===== config.mk =====
export PLATFORM = sky130hd
export DESIGN_NAME = scl_top
export DESIGN_NICKNAME = d
export VERILOG_FILES = /design/src/rtl/scl_pkg.sv /design/src/rtl/scl_top.sv /design/src/rtl/scl_addr_map.sv
export SDC_FILE = /design/constraint.sdc
export NUM_CORES = 1
export LEC_CHECK = 0
export BUFFER_PORTS_ARGS = -buffer_cell sky130_fd_sc_hd__buf_2
export CORE_AREA = 2 2 93 95
export DETAILED_ROUTE_END_ITERATION = 10
export DIE_AREA = 0 0 95 97
export SLEW_MARGIN = 20
export SYNTH_ARGS = -nofsm -noshare
export SYNTH_HDL_FRONTEND = slang
export SYNTH_SLANG_ARGS = --single-unit

===== constraint.sdc =====
create_clock -name clock -period 2.6 [get_ports clock]
set_clock_uncertainty 0.05 [all_clocks]
set_input_delay 0.52 -clock clock [delete_from_list [all_inputs] [get_ports clock]]
set_output_delay 0.52 -clock clock [all_outputs]
set_load 0.03 [all_outputs]

===== src/rtl/scl_pkg.sv =====
// Constants and carrier types shared by the system control latches
package scl_pkg;
    // Port addresses on the 8-bit I/O space
    localparam logic [7:0] MEM_CTL_PORT = 8'h00FC;
    localparam logic [7:0] TMR_STAT_PORT = 8'h00FB;
    localparam logic [7:0] SWAP_PORT = 8'h00FE;

    // Processor swap latch fields
    localparam int SWAP_MASK_BIT = 0;
    localparam int SWAP_FORCE_INT_BIT = 1;
    localparam int SWAP_SEL16_BIT = 7;

    // Memory control latch fields
    localparam int RAM_MAP_LO_BIT = 0;
    localparam int RAM_MAP_HI_BIT = 1;
    localparam int ROM_OPT_LO_BIT = 2;
    localparam int ROM_OPT_HI_BIT = 3;
    localparam int ZERO_PAR_BIT = 4;
    localparam int PAR_CHECK_BIT = 5;

    // Timer status fields
    localparam int TSTAT_CHAN0_BIT = 0;
    localparam int TSTAT_CHAN2_BIT = 1;

    // Values after reset
    localparam logic [7:0] MEM_CTL_RESET = 8'h0000;
    localparam logic [7:0] SWAP_RESET = 8'h0000;
    localparam logic [1:0] TSTAT_RESET = 2'h0;
    localparam logic [7:0] RD_UNMAPPED = 8'h0000;

    // Timer tick: 250 kHz from the 40 MHz system clock
    localparam int CLOCK_HZ = 40000000;
    localparam int TIMER_TICK_HZ = 250000;
    localparam int TICK_CYCLES = CLOCK_HZ / TIMER_TICK_HZ;
    localparam logic [7:0] TICK_LAST = 8'(TICK_CYCLES - 1);

    // Memory map, in kilobytes and address fields
    localparam logic [7:0] SWAP_LEN_KB = 8'h0030;
    // Option 3 exchanges 56K blocks, not the 48K of options 1 and 2
    localparam logic [7:0] SWAP3_LEN_KB = 8'h0038;
    localparam logic [7:0] OPT1_A_KB = 8'h0000;
    localparam logic [7:0] OPT1_B_KB = 8'h0040;
    localparam logic [7:0] OPT2_A_KB = 8'h0000;
    localparam logic [7:0] OPT2_B_KB = 8'h0070;
    localparam logic [7:0] OPT3_A_KB = 8'h0004;
    localparam logic [7:0] OPT3_B_KB = 8'h0044;
    localparam logic [7:0] RAM_TOP_KB = 8'h00C0;
    localparam int ROM_WIN_BITS = 14;
    localparam logic [3:0] VRAM_FIRST_NIB = 4'hC;
    localparam logic [3:0] VRAM_LAST_NIB = 4'hE;

    // ROM addressing options
    typedef enum logic [1:0] {
        SCL_ROM_ALL = 2'h0,
        SCL_ROM_EVERY_PAGE = 2'h1,
        SCL_ROM_FIRST_MEG = 2'h2,
        SCL_ROM_OFF = 2'h3
    } scl_rom_opt_e;

    // Memory cycle from the active processor
    typedef struct packed {
        logic [23:0] addr;
        logic rd;
        logic wr;
    } scl_mem_req_s;

    // Chip selects and the remapped RAM address
    typedef struct packed {
        logic romSel;
        logic ramSel;
        logic vramSel;
        logic [17:0] ramAddr;
    } scl_mem_sel_s;
endpackage : scl_pkg


===== src/rtl/scl_top.sv =====
// System control latches: processor swap, memory control and timer status
//
// What this block does
// - Writing swap latch bit 7 selects processor: 1 the 16-bit, 0 the 8-bit.
// - The swap latch answers at I/O port FE.
// - Swap bit 1: 0 resume, 1 force an interrupt to the new processor.
// - Swap bit 0 set: 8-bit gets none, 16-bit gets all, swapping in.
// - Swap bit 0 clear: interrupts go to the selected processor.
// - Memory control at port FC; bits 3,2 pick the ROM option.
// - ROM option 0 at reset: every read is ROM, writes go to RAM.
// - ROM option 1 puts ROM at the top of every 64K page.
// - ROM option 2 puts ROM only at the top of the first megabyte.
// - ROM option 3 never selects the ROM.
// - A ROM access deselects all memory except video RAM.
// - RAM map bits 1,0; value 0 at reset gives contiguous 0 to 192K.
// - RAM map 1 swaps 0-48K with 64-112K.
// - RAM map 2 swaps 0-48K with 112-160K.
// - RAM map 3 swaps 4-60K with 68-124K.
// - Memory control bit 5 at 0 disables parity checking.
// - Writing bit 5 as 0 then 1 clears a latched parity error.
// - Channels 0 and 2 tick at 250 kHz; channel 1 from channel 0 output.
// - Timer interrupt is channel 0 output OR channel 2 output.
// - Timer status bit 0 records channel 0, bit 1 channel 2, readable.
// - Writing 0 to a timer status bit clears only that bit.
`timescale 1ns/1ps
module scl_top (
    // Clock and reset
    input wire logic clock,
    input wire logic reset,
    // I/O port cycles from the active processor
    input wire logic [7:0] ioAddr,
    input wire logic ioWr,
    input wire logic ioRd,
    input wire logic [7:0] ioWrData,
    output logic [7:0] ioRdData,
    // Memory cycles and decoded selects
    input wire scl_pkg::scl_mem_req_s memReq,
    output scl_pkg::scl_mem_sel_s memSel,
    // Processor selection and interrupt routing
    input wire logic irqReq,
    output logic sel16,
    output logic int8,
    output logic int16,
    // Parity control
    input wire logic parityErrIn,
    output logic zeroParity,
    output logic parityCheckEn,
    output logic parityErr,
    // Timer channel ticks and outputs
    input wire logic chan0_output,
    input wire logic chan2_output,
    output logic chan0_tick,
    output logic chan1_tick,
    output logic chan2_tick,
    output logic timerIrq
);
    import scl_pkg::*;

    // Pin synchronisers; the first stage only feeds the second
    logic [3:0] sync1_q;
    logic [3:0] sync2_q;
    logic [3:0] syncIn;
    logic irqS;
    logic perrS;
    logic out0S;
    logic out2S;

    assign syncIn = {chan2_output, chan0_output, parityErrIn, irqReq};
    assign irqS = sync2_q[0];
    assign perrS = sync2_q[1];
    assign out0S = sync2_q[2];
    assign out2S = sync2_q[3];

    always_ff @(posedge clock) begin
        if (reset) begin
            sync1_q <= 4'h0;
            sync2_q <= 4'h0;
        end else begin
            sync1_q <= syncIn;
            sync2_q <= sync1_q;
        end
    end

    // Port decode
    logic wrSwap;
    logic wrMem;
    logic wrTstat;
    assign wrSwap = ioWr && (ioAddr == SWAP_PORT);
    assign wrMem = ioWr && (ioAddr == MEM_CTL_PORT);
    assign wrTstat = ioWr && (ioAddr == TMR_STAT_PORT);

    // Swap latch and interrupt steering state
    logic sel16_q, sel16_d;
    logic maskMode_q, maskMode_d;
    logic forceInt_q, forceInt_d;
    logic swapIntPend_q, swapIntPend_d;
    logic irqPrev_q, irqPrev_d;
    logic int8_q, int8_d;
    logic int16_q, int16_d;

    // Only bits 7, 1 and 0 are kept; the rest of the byte is dropped
    always_comb begin
        sel16_d = sel16_q;
        maskMode_d = maskMode_q;
        forceInt_d = forceInt_q;
        swapIntPend_d = 1'b0;
        irqPrev_d = irqS;
        if (wrSwap) begin
            sel16_d = ioWrData[SWAP_SEL16_BIT];
            maskMode_d = ioWrData[SWAP_MASK_BIT];
            forceInt_d = ioWrData[SWAP_FORCE_INT_BIT];
            // A real change of processor with bit 1 set gets a forced interrupt
            swapIntPend_d = ioWrData[SWAP_FORCE_INT_BIT]
                            && (ioWrData[SWAP_SEL16_BIT] != sel16_q);
        end else if (maskMode_q && irqS && !irqPrev_q && !sel16_q) begin
            sel16_d = 1'b1;
        end
    end

    // Interrupt delivery follows the registered processor select; with swap bit 0 set all go to the 16-bit
    always_comb begin
        if (maskMode_q) begin
            int8_d = 1'b0;
            int16_d = irqS || (swapIntPend_q && sel16_q);
        end else begin
            int8_d = (irqS || swapIntPend_q) && !sel16_q;
            int16_d = (irqS || swapIntPend_q) && sel16_q;
        end
    end

    always_ff @(posedge clock) begin
        if (reset) begin
            sel16_q <= SWAP_RESET[SWAP_SEL16_BIT];
            maskMode_q <= SWAP_RESET[SWAP_MASK_BIT];
            forceInt_q <= SWAP_RESET[SWAP_FORCE_INT_BIT];
            swapIntPend_q <= 1'b0;
            irqPrev_q <= 1'b0;
            int8_q <= 1'b0;
            int16_q <= 1'b0;
        end else begin
            sel16_q <= sel16_d;
            maskMode_q <= maskMode_d;
            forceInt_q <= forceInt_d;
            swapIntPend_q <= swapIntPend_d;
            irqPrev_q <= irqPrev_d;
            int8_q <= int8_d;
            int16_q <= int16_d;
        end
    end

    // Memory control latch and parity error state
    logic [7:0] memory_control_latch_q, memory_control_latch_d;
    logic parityErr_q, parityErr_d;

    // The error clear on a 0-then-1 of bit 5 wins over a new error that cycle
    always_comb begin
        memory_control_latch_d = memory_control_latch_q;
        parityErr_d = parityErr_q;
        if (perrS && memory_control_latch_q[PAR_CHECK_BIT]) begin
            parityErr_d = 1'b1;
        end
        if (wrMem) begin
            memory_control_latch_d = ioWrData;
            if (!memory_control_latch_q[PAR_CHECK_BIT] && ioWrData[PAR_CHECK_BIT]) begin
                parityErr_d = 1'b0;
            end
        end
    end

    always_ff @(posedge clock) begin
        if (reset) begin
            memory_control_latch_q <= MEM_CTL_RESET;
            parityErr_q <= 1'b0;
        end else begin
            memory_control_latch_q <= memory_control_latch_d;
            parityErr_q <= parityErr_d;
        end
    end

    // Address decode from the current options, registered to the selects
    scl_mem_sel_s selNext;
    scl_mem_sel_s memSel_q;
    scl_addr_map uMap (
        .req(memReq),
        .romOpt(memory_control_latch_q[ROM_OPT_HI_BIT:ROM_OPT_LO_BIT]),
        .ramMap(memory_control_latch_q[RAM_MAP_HI_BIT:RAM_MAP_LO_BIT]),
        .sel(selNext)
    );

    always_ff @(posedge clock) begin
        if (reset) begin
            memSel_q <= '0;
        end else begin
            memSel_q <= selNext;
        end
    end

    // Timer tick divider, one enable pulse per 4 us
    logic [7:0] tickCnt_q, tickCnt_d;
    logic tick_q, tick_d;
    logic chan1Tick_q, chan1Tick_d;
    always_comb begin
        tick_d = (tickCnt_q == TICK_LAST);
        tickCnt_d = tick_d ? 8'h00 : 8'(tickCnt_q + 8'h01);
        chan1Tick_d = out0S;
    end

    always_ff @(posedge clock) begin
        if (reset) begin
            tickCnt_q <= 8'h00;
            tick_q <= 1'b0;
            chan1Tick_q <= 1'b0;
        end else begin
            tickCnt_q <= tickCnt_d;
            tick_q <= tick_d;
            chan1Tick_q <= chan1Tick_d;
        end
    end

    // Timer status: edge sets win over a same-cycle software clear
    logic [1:0] tstat_q, tstat_d;
    logic [1:0] outPrev_q;
    logic [1:0] outNow;
    logic timerIrq_q;
    assign outNow = {out2S, out0S};

    for (genvar i = 0; i < 2; i++) begin : gStat
        always_comb begin
            tstat_d[i] = tstat_q[i];
            if (wrTstat && !ioWrData[i]) begin
                tstat_d[i] = 1'b0;
            end
            if (outNow[i] && !outPrev_q[i]) begin
                tstat_d[i] = 1'b1;
            end
        end
    end

    always_ff @(posedge clock) begin
        if (reset) begin
            tstat_q <= TSTAT_RESET;
            outPrev_q <= 2'h0;
            timerIrq_q <= 1'b0;
        end else begin
            tstat_q <= tstat_d;
            outPrev_q <= outNow;
            timerIrq_q <= out0S || out2S;
        end
    end

    // Read path: only the timer status is readable, others return zero
    logic [7:0] rdData_q, rdData_d;
    always_comb begin
        rdData_d = rdData_q;
        if (ioRd) begin
            rdData_d = RD_UNMAPPED;
            if (ioAddr == TMR_STAT_PORT) begin
                rdData_d = {6'h00, tstat_q};
            end
        end
    end

    always_ff @(posedge clock) begin
        if (reset) begin
            rdData_q <= RD_UNMAPPED;
        end else begin
            rdData_q <= rdData_d;
        end
    end

    // Outputs, each straight from a flip-flop except zeroParity, which is an inverted flip-flop
    assign ioRdData = rdData_q;
    assign memSel = memSel_q;
    assign sel16 = sel16_q;
    assign int8 = int8_q;
    assign int16 = int16_q;
    assign zeroParity = !memory_control_latch_q[ZERO_PAR_BIT];
    assign parityCheckEn = memory_control_latch_q[PAR_CHECK_BIT];
    assign parityErr = parityErr_q;
    assign chan0_tick = tick_q;
    assign chan2_tick = tick_q;
    assign chan1_tick = chan1Tick_q;
    assign timerIrq = timerIrq_q;
endmodule : scl_top


===== src/rtl/scl_addr_map.sv =====
// Memory address decoder for ROM overlay, video RAM and RAM bank remapping
`timescale 1ns/1ps
module scl_addr_map (
    // Cycle and option selects
    input wire scl_pkg::scl_mem_req_s req,
    input wire logic [1:0] romOpt,
    input wire logic [1:0] ramMap,
    // Decoded selects
    output scl_pkg::scl_mem_sel_s sel
);
    import scl_pkg::*;

    // Exchange two equal blocks of kilobytes, leave the rest alone
    function automatic logic [7:0] swapKb(input logic [7:0] kb, input logic [7:0] a,
                                          input logic [7:0] b, input logic [7:0] len);
        logic [7:0] r;
        r = kb;
        if (kb >= a && kb < 8'(a + len)) begin
            r = 8'(kb - a + b);
        end else if (kb >= b && kb < 8'(b + len)) begin
            r = 8'(kb - b + a);
        end
        return r;
    endfunction : swapKb

    logic romHit;
    logic inFirstMeg;
    logic [7:0] kb;
    logic [7:0] mappedKb;

    // ROM overlay per option; ROM window is the top of a 64K page
    always_comb begin
        inFirstMeg = (req.addr[23:20] == 4'h0);
        romHit = 1'b0;
        case (scl_rom_opt_e'(romOpt))
            SCL_ROM_ALL: romHit = req.rd;
            SCL_ROM_EVERY_PAGE: romHit = &req.addr[15:ROM_WIN_BITS];
            SCL_ROM_FIRST_MEG: romHit = inFirstMeg && (&req.addr[19:ROM_WIN_BITS]);
            SCL_ROM_OFF: romHit = 1'b0;
            default: romHit = 1'b0;
        endcase
    end

    // RAM remap at 1K granularity over the low 192K
    always_comb begin
        kb = {2'h0, req.addr[15:10]} | {req.addr[17:16], 6'h00};
        case (ramMap)
            2'h1: mappedKb = swapKb(kb, OPT1_A_KB, OPT1_B_KB, SWAP_LEN_KB);
            2'h2: mappedKb = swapKb(kb, OPT2_A_KB, OPT2_B_KB, SWAP_LEN_KB);
            2'h3: mappedKb = swapKb(kb, OPT3_A_KB, OPT3_B_KB, SWAP3_LEN_KB);
            default: mappedKb = kb;
        endcase
    end

    // ROM hit deselects everything but video RAM, which shares its range
    always_comb begin
        sel.romSel = romHit && (req.rd || req.wr);
        sel.vramSel = inFirstMeg && (req.addr[19:16] >= VRAM_FIRST_NIB)
                      && (req.addr[19:16] <= VRAM_LAST_NIB) && (req.rd || req.wr);
        sel.ramSel = !romHit && (req.rd || req.wr) && (req.addr[23:18] == 6'h00)
                     && (kb < RAM_TOP_KB);
        sel.ramAddr = {mappedKb[7:0], req.addr[9:0]};
    end
endmodule : scl_addr_map


==> flow_summary.ini, run 1 <==
[outcome]
run_status = complete, no violations

[clock_network]
cts_made_buffers = 9
post_cts_resized = 0
ctsHtreeMaxLevel = 3
post_cts_hold_buffer_count = 0
clock_insertion_delay_worst_skew_ps = 340
path_clk_slew_ps = 70
ctsRootBufferMaster = clkbuf_8
cts_tree = done
ctsLongestPathBuffers = 2
cts_setup_buffers = 0
cts_num_sinks = 58

[sta]
worstMarginPinSlew_ps = 586
maxClockFrequency_ghz = 0.497
setup_viol = 0
layout_setup_ws_ps = 589
setup-tns-final_ps = 0
number_of_hold_violations_in_the_final_report = 0
layout_min_cycle_time_ps = 2010
remaining_max_slew_budget_at_the_tightest_pin = 0.609
period_share = 0.774
finalMaxSlewViolations = 0
setup_repair_after_global_routing_missed_its_margin = false

[worst_setup_path]
startpoint_kind_of_the_worst_setup_timing_path = primary input
reg2reg_capture_point = tickCnt_q[7]
timing_worst_setup_path_type = in -> reg
cp_slowest_cell = or3b_1
critical-path-max-stage-delay_ps = 360
ff2ff_setup_slack_ps = 1260
timing.critical_path.arrival_ps = 2140
crit_path_cell_trace = buf_2, inv_1, ha_1, nor2b_1, a22o_1, or3b_1, nand4_1, a221oi_1
crit-reg2reg-launch = tickCnt_q[0]
worstPathMaxFanout = 10
crit_path_max_delay_family = simple AND/OR/NAND/NOR gates
required_ps = 2730
worst_r2r_path_depth = 6
crit_path_end_kind = register
worst-path-buf-inv = 2

[die]
initial_core_util = 0.298
rows = 33
placeableCoreArea_sq_um = 8130
fp.dieH_microns = 97
fp.dieArea_sq_um = 9220
die_w_microns = 95
number_of_top_level_pins = 89

[drt]
drt_iter0_markers = 45
num_vias = 2050
detail_route.wl_per_cell_microns = 10.9
first_pass_iters = 4
final_antenna_violating_net_count = 0
vias_per_cell = 4.44
totalWireLength_microns = 5020
remaining_drc_errors = 0

[min_path]
hold_path.startpoint = chan2_output
hold-path-cell-count = 2
whs_endpoint = sync1_q[3]
worstHoldPathType = in -> reg

[global_route]
overflow = 0
grt_pass1_vias = 1957
grt_antenna_before_repair = 0
gr-usage-all-layers = 0.117
grt_pass1_wl_microns = 8580
pin_count_of_the_biggest_net_entering_global_routing = 28

[final_layout]
final_common_cell = buf_2
diodes = 0
drive_gt1_frac = 0.294
area_growth_pct = 29.1
final_cell_mix = buf_2 (81), dfxtp_1 (58), nor2b_1 (27)
number_of_nets_in_the_layout = 411

[flow_run]
max_cap_viol_count = 0

[placed_design]
port_buffers = 81
dp_worst_setup_slack_ps = 270
dpl.hpwl_microns = 3730
finalWeightedCongestion = 0.815

[synth]
synth-main-ff-cell = dfxtp_1
synth.yosys.seq_area_share = 0.479
mappedNetlistArea_sq_um = 2420
postSynthRegisterBits = 58
yosys-top-cells-area = dfxtp_1 (48%), nor2b_1 (7.0%), ha_1 (4.6%), nor2_1 (3.4%), a21oi_1 (3.1%)
post_synth_inst_count = 268
yosysWarningCount = 0
yosysTopAreaCell = dfxtp_1
async_flop_share = 0
yosys.area.top_type_share = 0.479
synth_cell_type_count = 47
synth-edff-count = 0
postSynthAreaPerCell_sq_um = 9.05

[power]
vdd.ir_drop.worst_mv = 0.285
power_density_nw_per_um2 = 660
finalPower_w = 0.00207
leakage_nw = 1.37
## cell type report
class                   count  area [sq um]
fillers                   826          5000
flip-flops and latches     58          1160
multi-input cells         186          1140
repair buffers             83           420
well taps                 105           131
clock buffers               9           124
clock inverters             7           101
inverters                  14          52.6
## sequential cells by signal, summed over array words and instances, names as in the netlist, 2 cells and up
signal,flops
memSel,21
ioRdData,2
sync2_q,4
outPrev_q,2
tstat_q,2
memory_control_latch_q,6
sync1_q,4
tickCnt_q,8
## worst max path at each step
stage                       endpoint  cells after the start  startpoint
final                     memSel[16]                      8  memReq[18]
after global routing      memSel[16]                      8  memReq[18]
after CTS                 memSel[16]                      8  memReq[18]
after detailed placement  memSel[16]                      8  memReq[18]
after global placement    memSel[16]                      8  memReq[18]
after floorplan           memSel[16]                      8  memReq[18]
## Yosys cell counts, drive strengths merged (6+ instances only)
library cell / count
a21oi: 15
nand2b: 8
nor2b: 27
o21ai: 19
ha: 9
xnor2: 6
dfxtp: 58
nand2: 19
nor2: 23
nand3: 12
inv: 14
buf: 9
clkbuf: 6
## report_power, final
group	internal, W	total, W	switching, W
registers	0.000918	0.000928	0.0000102
clock network	0.000545	0.000925	0.000380
logic	0.0000822	0.000213	0.000130
total	0.00155	0.00207	0.000520
## logic make-up after synthesis
kind of cell | synth area share
mux | 0.00877
compound gates | 0.128
flops | 0.479
fa+ha+maj | 0.0464
xor+xnor | 0.0361
other cells | 0.00155
buf+inv | 0.0588
simple gates | 0.241
## per-layer routing
| metal | global-route usage | part of all wire | wire length, microns | vias to the layer above |
|---|---|---|---|---|
| met2 | 0.184 | 0.45 | 2250 | 77 |
| met1 | 0.145 | 0.47 | 2350 | 912 |
| met4 | 0.0401 | 0.0084 | 42 | 0 |
| li1 | - | - | - | 1056 |
| met5 | 0 | 0 | 0 | - |
| met3 | 0.0436 | 0.074 | 373 | 5 |
## stage by stage
stage	cell area (sq um)	hold WS, ps	std cells	utilization
4_1_cts	3130	321	462	0.385
5_1_grt	3130	335	462	0.385
3_5_place_dp	2910	382	446	0.357
6_report	3130	337	462	0.385
2_1_floorplan	2440	364	273	-
3_3_place_gp	2910	367	446	0.357
Note: power is estimated with default switching activity, not from simulation.
==> run 2, diff against run 1 <==
--- a/config.mk
+++ b/config.mk
@@ -5,10 +5,11 @@
 export SDC_FILE = /design/constraint.sdc
 export NUM_CORES = 1
 export LEC_CHECK = 0
+export ABC_AREA = 1
 export BUFFER_PORTS_ARGS = -buffer_cell sky130_fd_sc_hd__buf_2
-export CORE_AREA = 2 2 93 95
+export CORE_AREA = 2 2 94 96
 export DETAILED_ROUTE_END_ITERATION = 10
-export DIE_AREA = 0 0 95 97
+export DIE_AREA = 0 0 96 98
 export SLEW_MARGIN = 20
 export SYNTH_ARGS = -nofsm -noshare
 export SYNTH_HDL_FRONTEND = slang
==> constraint.sdc (replaced) <==
create_clock -name clock -period 1.85 [get_ports clock]
set_clock_uncertainty 0.05 [all_clocks]
set_input_delay 0.37 -clock clock [delete_from_list [all_inputs] [get_ports clock]]
set_output_delay 0.37 -clock clock [all_outputs]
set_load 0.03 [all_outputs]
==> run 2 against run 1 <==
Effect of this change:
- die area grew 2.1%
- count of clock-buffer cells in the layout rose by 3
- sequential share of layout area shrank 1.3 points
- register-to-register slack worse by 750 ps
- combinational power rose by 54%
- critical endpoint unchanged
- largest cell class unchanged
- largest power group is now the clock network
==> flow_summary.ini, run 2 <==
[power]
internal_power_w = 0.00224
pwr-share-comb = 0.110
vdd.ir_drop.worst_mv = 0.341
p_sw_frac = 0.250
leakage_nw = 1.65
power_density_nw_per_um2 = 921
switching_power_w = 0.000747
sequentialPowerShare = 0.437
pwr-share-clk = 0.453

[placed_design]
finalWeightedCongestion = 0.762
dpl.hpwl_microns = 4470
port_buffers = 81
area_of_placed_instances_sq_um = 3020

[synth]
async_flop_share = 0
synth-xor-area-share = 0
yosys-top-cells-area = dfxtp_1 (47%), inv_1 (8.8%), nand2_1 (8.3%), nor2_1 (8.2%), ha_1 (4.5%)
synth.yosys.seq_area_share = 0.468
mappedNetlistArea_sq_um = 2480
yosysTopAreaCell = dfxtp_1
yosys.area.top_type_share = 0.468
yosys-top-cells-count = dfxtp_1 (58), inv_1 (58), nand2_1 (55)
synth-edff-count = 0
synth_cell_type_count = 25
synth-main-ff-cell = dfxtp_1
fraction_of_the_mapped_netlist_area_in_compound_gates = 0.0958
area_fraction_in_and_or_nand_and_nor_cells_after_synthesis = 0.269
yosys-mux-area-fraction = 0
postSynthAreaPerCell_sq_um = 7.32
yosysWarningCount = 0
post_synth_inst_count = 339
largest_family_of_logic_cells_by_synthesized_area = simple AND/OR/NAND/NOR gates
post_synth_fa_ha_maj_area_fraction = 0.0454
postSynthRegisterBits = 58

[drt]
drt_iter0_markers = 54
num_vias = 2379
final_antenna_violating_net_count = 0
first_pass_iters = 4
remaining_drc_errors = 0
vias_per_cell = 4.38
detail_route.wl_per_cell_microns = 10.7
totalWireLength_microns = 5800

[sta]
setup-tns-final_ps = 0
finalMaxSlewViolations = 0
hold_slack_ps = 184
maxClockFrequency_ghz = 0.686
period_share = 0.787
layout_min_cycle_time_ps = 1460
number_of_hold_violations_in_the_final_report = 0
setup_repair_after_global_routing_missed_its_margin = false
setup_viol = 0

[clock_network]
cts_setup_buffers = 0
cts_num_sinks = 58
path_clk_slew_ps = 60
cts_made_buffers = 9
ctsRootBufferMaster = clkbuf_8
post_cts_hold_buffer_count = 0
clock_insertion_delay_worst_skew_ps = 340
ctsLongestPathBuffers = 2
ctsHtreeMaxLevel = 3
post_cts_resized = 0
cts_tree = done

[die]
initial_core_util = 0.293
rows = 34
fp.dieH_microns = 98
number_of_top_level_pins = 89
fp.dieArea_sq_um = 9410
placeableCoreArea_sq_um = 8470
die_w_microns = 96

[worst_setup_path]
required_ps = 2030
crit-reg2reg-launch = tickCnt_q[0]
crit_path_end_kind = register
timing.critical_path.from = memReq[18]
startpoint_kind_of_the_worst_setup_timing_path = primary input
worst_setup_path_endpoint = memSel[16]
timing.critical_path.arrival_ps = 1630
worstPathMaxFanout = 8
reg2reg_capture_point = tickCnt_q[6]
timing_worst_setup_path_type = in -> reg
worst_r2r_path_depth = 7
ff2ff_setup_slack_ps = 510

[outcome]
run_status = complete, no violations

[flow_run]
max_cap_viol_count = 0

[global_route]
overflow = 0
gr-usage-all-layers = 0.129
grt_pass1_vias = 2190
pin_count_of_the_biggest_net_entering_global_routing = 31
grt_pass1_wl_microns = 9500
grt_antenna_before_repair = 0

[final_layout]
seq_area_sq_um = 1160
area_growth_pct = 30.8
filler_cell_count = 924
final_common_cell = buf_2
number_of_nets_in_the_layout = 489
multi_input_comb_area_sq_um = 1040
diodes = 0
drive_gt1_frac = 0.255
final_cell_mix = buf_2 (81), inv_1 (58), dfxtp_1 (58)
finish.instance_area_sq_um = 3240
largest_reg_flops = 21

[min_path]
worstHoldPathType = in -> reg
hold_path.startpoint = memReq[3]
run 2: cell count changes after synthesis, moves of 6 or more:
cell,delta
xnor2_1,-6
nand3_1,+10
a21oi_1,+6
o21ai_1,-6
nor2_1,+32
nor2b_1,-27
nand2b_1,-8
inv_1,+44
nand2_1,+36
run 2: cells by family after synthesis:
kind of cell / count (synthesis)
AND/OR/NAND/NOR: 155
other: 1
AO/OA/AOI/OAI: 44
buffers and inverters: 72
flip-flops: 58
adder cells (fa/ha/maj): 9
run 2: worst min-delay path by stage:
stage               cells past startpoint  slack [ps]          to
finish                                  3         180   memSel[1]
global route                            3         180   memSel[3]
CTS                                     3         170   memSel[1]
detailed placement                      2         340  sync2_q[3]
global placement                        2         340  sync2_q[2]
floorplan                               2         340  sync2_q[0]
run 2: power by group through the flow:
stage	Sequential (W)	Combinational (W)	Clock, W
floorplan	0.00139	0.000155	0
global placement	0.00133	0.000325	0
detailed placement	0.00134	0.000330	0
CTS	0.00131	0.000332	0.00140
global route	0.00131	0.000371	0.00145
finish	0.00131	0.000329	0.00135
run 2: routing by layer:
layer	GRT usage	share of wire	up-vias
met4	0.0593	0.016	0
met2	0.213	0.48	63
met5	0	0	-
met1	0.155	0.43	1073
li1	-	-	1233
met3	0.0340	0.067	10
run 2: final cells by class:
| class | count | area share |
|---|---|---|
| flip-flops and latches | 58 | 0.358 |
| multi-input cells | 214 | 0.320 |
| repair buffers | 88 | 0.141 |
| inverters | 59 | 0.0683 |
| clock buffers | 12 | 0.0478 |
| well taps | 108 | 0.0417 |
| clock inverters | 4 | 0.0228 |
run 2: metrics by stage:
step | std cells | power (W) | setup slack, ps | utilization
6_report | 543 | 0.00299 | 393 | 0.383
5_1_grt | 543 | 0.00313 | 226 | 0.383
4_1_cts | 543 | 0.00304 | 407 | 0.383
3_5_place_dp | 527 | 0.00167 | 65.3 | 0.356
3_3_place_gp | 527 | 0.00166 | 89.8 | 0.356
2_1_floorplan | 344 | 0.00154 | 281 | -
run 2: critical path, cell delays in order:
cell and delay [ps]:
buf_2 180, inv_1 110, buf_4 170, ha_1 190, inv_1 60, nand3_1 90
nand2_1 70, nand2_1 50, nand2_1 60, nand2_1 40, nand2_1 50, nand2_1 50
nor2_1 100, nor2_1 50
==> run 3, diff against run 2 <==
==> constraint.sdc (replaced) <==
create_clock -name clock -period 1.2 [get_ports clock]
set_clock_uncertainty 0.05 [all_clocks]
set_input_delay 0.24 -clock clock [delete_from_list [all_inputs] [get_ports clock]]
set_output_delay 0.24 -clock clock [all_outputs]
set_load 0.03 [all_outputs]
==> run 3 against run 2 <==
Effect of this change:
- clock power rose by 48%
- register-to-register slack got worse by 500 ps
- critical path depth fell by 7
- worst setup slack got worse by 380 ps
- design area rose by 15%
- via count rose by 3.3%
- first-iteration DRC count rose by 31%
==> flow_summary.ini, run 3 (same netlist as run 2, synthesis figures left out) <==
[placed_design]
finalWeightedCongestion = 0.849
area_of_placed_instances_sq_um = 3220
port_buffers = 81
dp_worst_setup_slack_ps = -341
dpl.hpwl_microns = 4710

[worst_setup_path]
startpoint_kind_of_the_worst_setup_timing_path = register
timing.critical_path.arrival_ps = 1400
reg2reg_capture_point = tickCnt_q[6]
worst_setup_path_endpoint = tickCnt_q[6]
critical_path_depth = 7
cp_slowest_cell = dfxtp_4
crit_top_cell = nor2_4
crit_path_end_kind = register
worstPathMaxFanout = 3
crit_path_cell_trace = ha_4, nand2_4, nor2_4, inv_2, nor2_4, a21oi_2, nor3_2
crit-reg2reg-launch = tickCnt_q[1]
timing_worst_setup_path_type = reg -> reg
timing.critical_path.from = tickCnt_q[1]
critical-path-max-stage-delay_ps = 380
ff2ff_setup_slack_ps = 9
required_ps = 1410
crit_path_max_delay_family = simple AND/OR/NAND/NOR gates
worst_r2r_path_depth = 7
worst-path-buf-inv = 1

[final_layout]
final_cell_mix = buf_2 (73), dfxtp_1 (53), nand2_1 (51)
final_common_cell = buf_2
number_of_nets_in_the_layout = 515
area_growth_pct = 50.6
finish.instance_area_sq_um = 3740
filler_cell_count = 877
drive_gt1_frac = 0.397
largest_reg_flops = 21
diodes = 0

[drt]
wl_met1_microns = 2720
final_antenna_violating_net_count = 0
met2_wirelength_microns = 3010
totalWireLength_microns = 6210
num_vias = 2457
detail_route.wl_per_cell_microns = 10.9
remaining_drc_errors = 0
route.top_layer_used = met4
first_pass_iters = 4
drt_iter0_markers = 71
detailroute.wirelength.met3_microns = 370
vias_per_cell = 4.32

[clock_network]
clock_insertion_delay_worst_skew_ps = 330
cts_made_buffers = 9
ctsRootBufferMaster = clkbuf_8
post_cts_hold_buffer_count = 0
ctsHtreeMaxLevel = 3
cts_num_sinks = 58
cts_tree = done
path_clk_slew_ps = 70
ctsLongestPathBuffers = 2

[sta]
hold_slack_ps = 59.6
maxClockFrequency_ghz = 0.840
number_of_hold_violations_in_the_final_report = 0
setup_repair_after_global_routing_missed_its_margin = true
layout_setup_ws_ps = 9.09
finalMaxSlewViolations = 0
setup-tns-final_ps = 0
setup_viol = 0
period_share = 0.992
layout_min_cycle_time_ps = 1190

[global_route]
pin_count_of_the_biggest_net_entering_global_routing = 31
grt_pass1_wl_microns = 10400
gr-usage-all-layers = 0.141
overflow = 0
grt_antenna_before_repair = 0
grt_pass1_vias = 2490

[power]
sequentialPowerShare = 0.435
pwr-share-clk = 0.431
internal_power_w = 0.00343
power_density_nw_per_um2 = 1240
leakage_nw = 1.80
p_sw_frac = 0.263
pwr-share-comb = 0.135
vdd.ir_drop.worst_mv = 0.738
switching_power_w = 0.00123

[die]
fp.dieArea_sq_um = 9410
die_w_microns = 96
fp.dieH_microns = 98
placeableCoreArea_sq_um = 8470
initial_core_util = 0.293
rows = 34
number_of_top_level_pins = 89

[flow_run]
max_cap_viol_count = 0

[outcome]
run_status = complete, no violations

[min_path]
worstHoldPathType = in -> reg
-- run 3: per-layer routing --
metal,up-vias,track usage
li1,1283,-
met5,-,0
met1,1096,0.163
met4,0,0.0736
met3,9,0.0370
met2,69,0.235
-- run 3: tightest hold or removal path, stage by stage --
cell and delay, ps:
buf_2 70, inv_1 30, nor2_1 60
-- run 3: cell type report --
type,count,area [sq um],share of cell area
well taps,108,135,0.0362
multi-input cells,214,1290,0.345
flip-flops and latches,58,1170,0.314
clock inverters,7,101,0.0271
clock buffers,9,124,0.0332
inverters,59,230,0.0616
repair buffers,114,684,0.183
-- run 3: stage by stage --
step / std cells / total power (W) / util
floorplan: 344 / 0.00239 / -
global placement: 550 / 0.00262 / 0.380
detailed placement: 550 / 0.00263 / 0.380
CTS: 566 / 0.00467 / 0.413
global route: 569 / 0.00490 / 0.441
finish: 569 / 0.00465 / 0.441
-- run 3: power groups by stage --
stage               Combinational, W  Clock (W)  Sequential (W)
CTS                         0.000576    0.00208         0.00202
global placement            0.000562          0         0.00206
floorplan                   0.000247          0         0.00214
global route                0.000701    0.00218         0.00203
detailed placement          0.000568          0         0.00206
finish                      0.000627    0.00200         0.00202
-- run 3: how the worst min path moves through the flow --
stage	from	to	slack, ps	cells after the start
global route	memReq[11]	memSel[9]	40	3
CTS	memReq[7]	memSel[5]	40	3
finish	memReq[7]	memSel[5]	60	3
global placement	sync1_q[3]	sync2_q[3]	350	2
detailed placement	sync1_q[3]	sync2_q[3]	340	2
floorplan	memReq[16]	memSel[14]	280	1
-- run 3: repair_timing --
item	CTS	global route
hold endpoints to repair	0	0
gates resized for setup	16	60
pin swaps	5	24
endpoints found under the setup margin	10	19
setup buffers	0	3
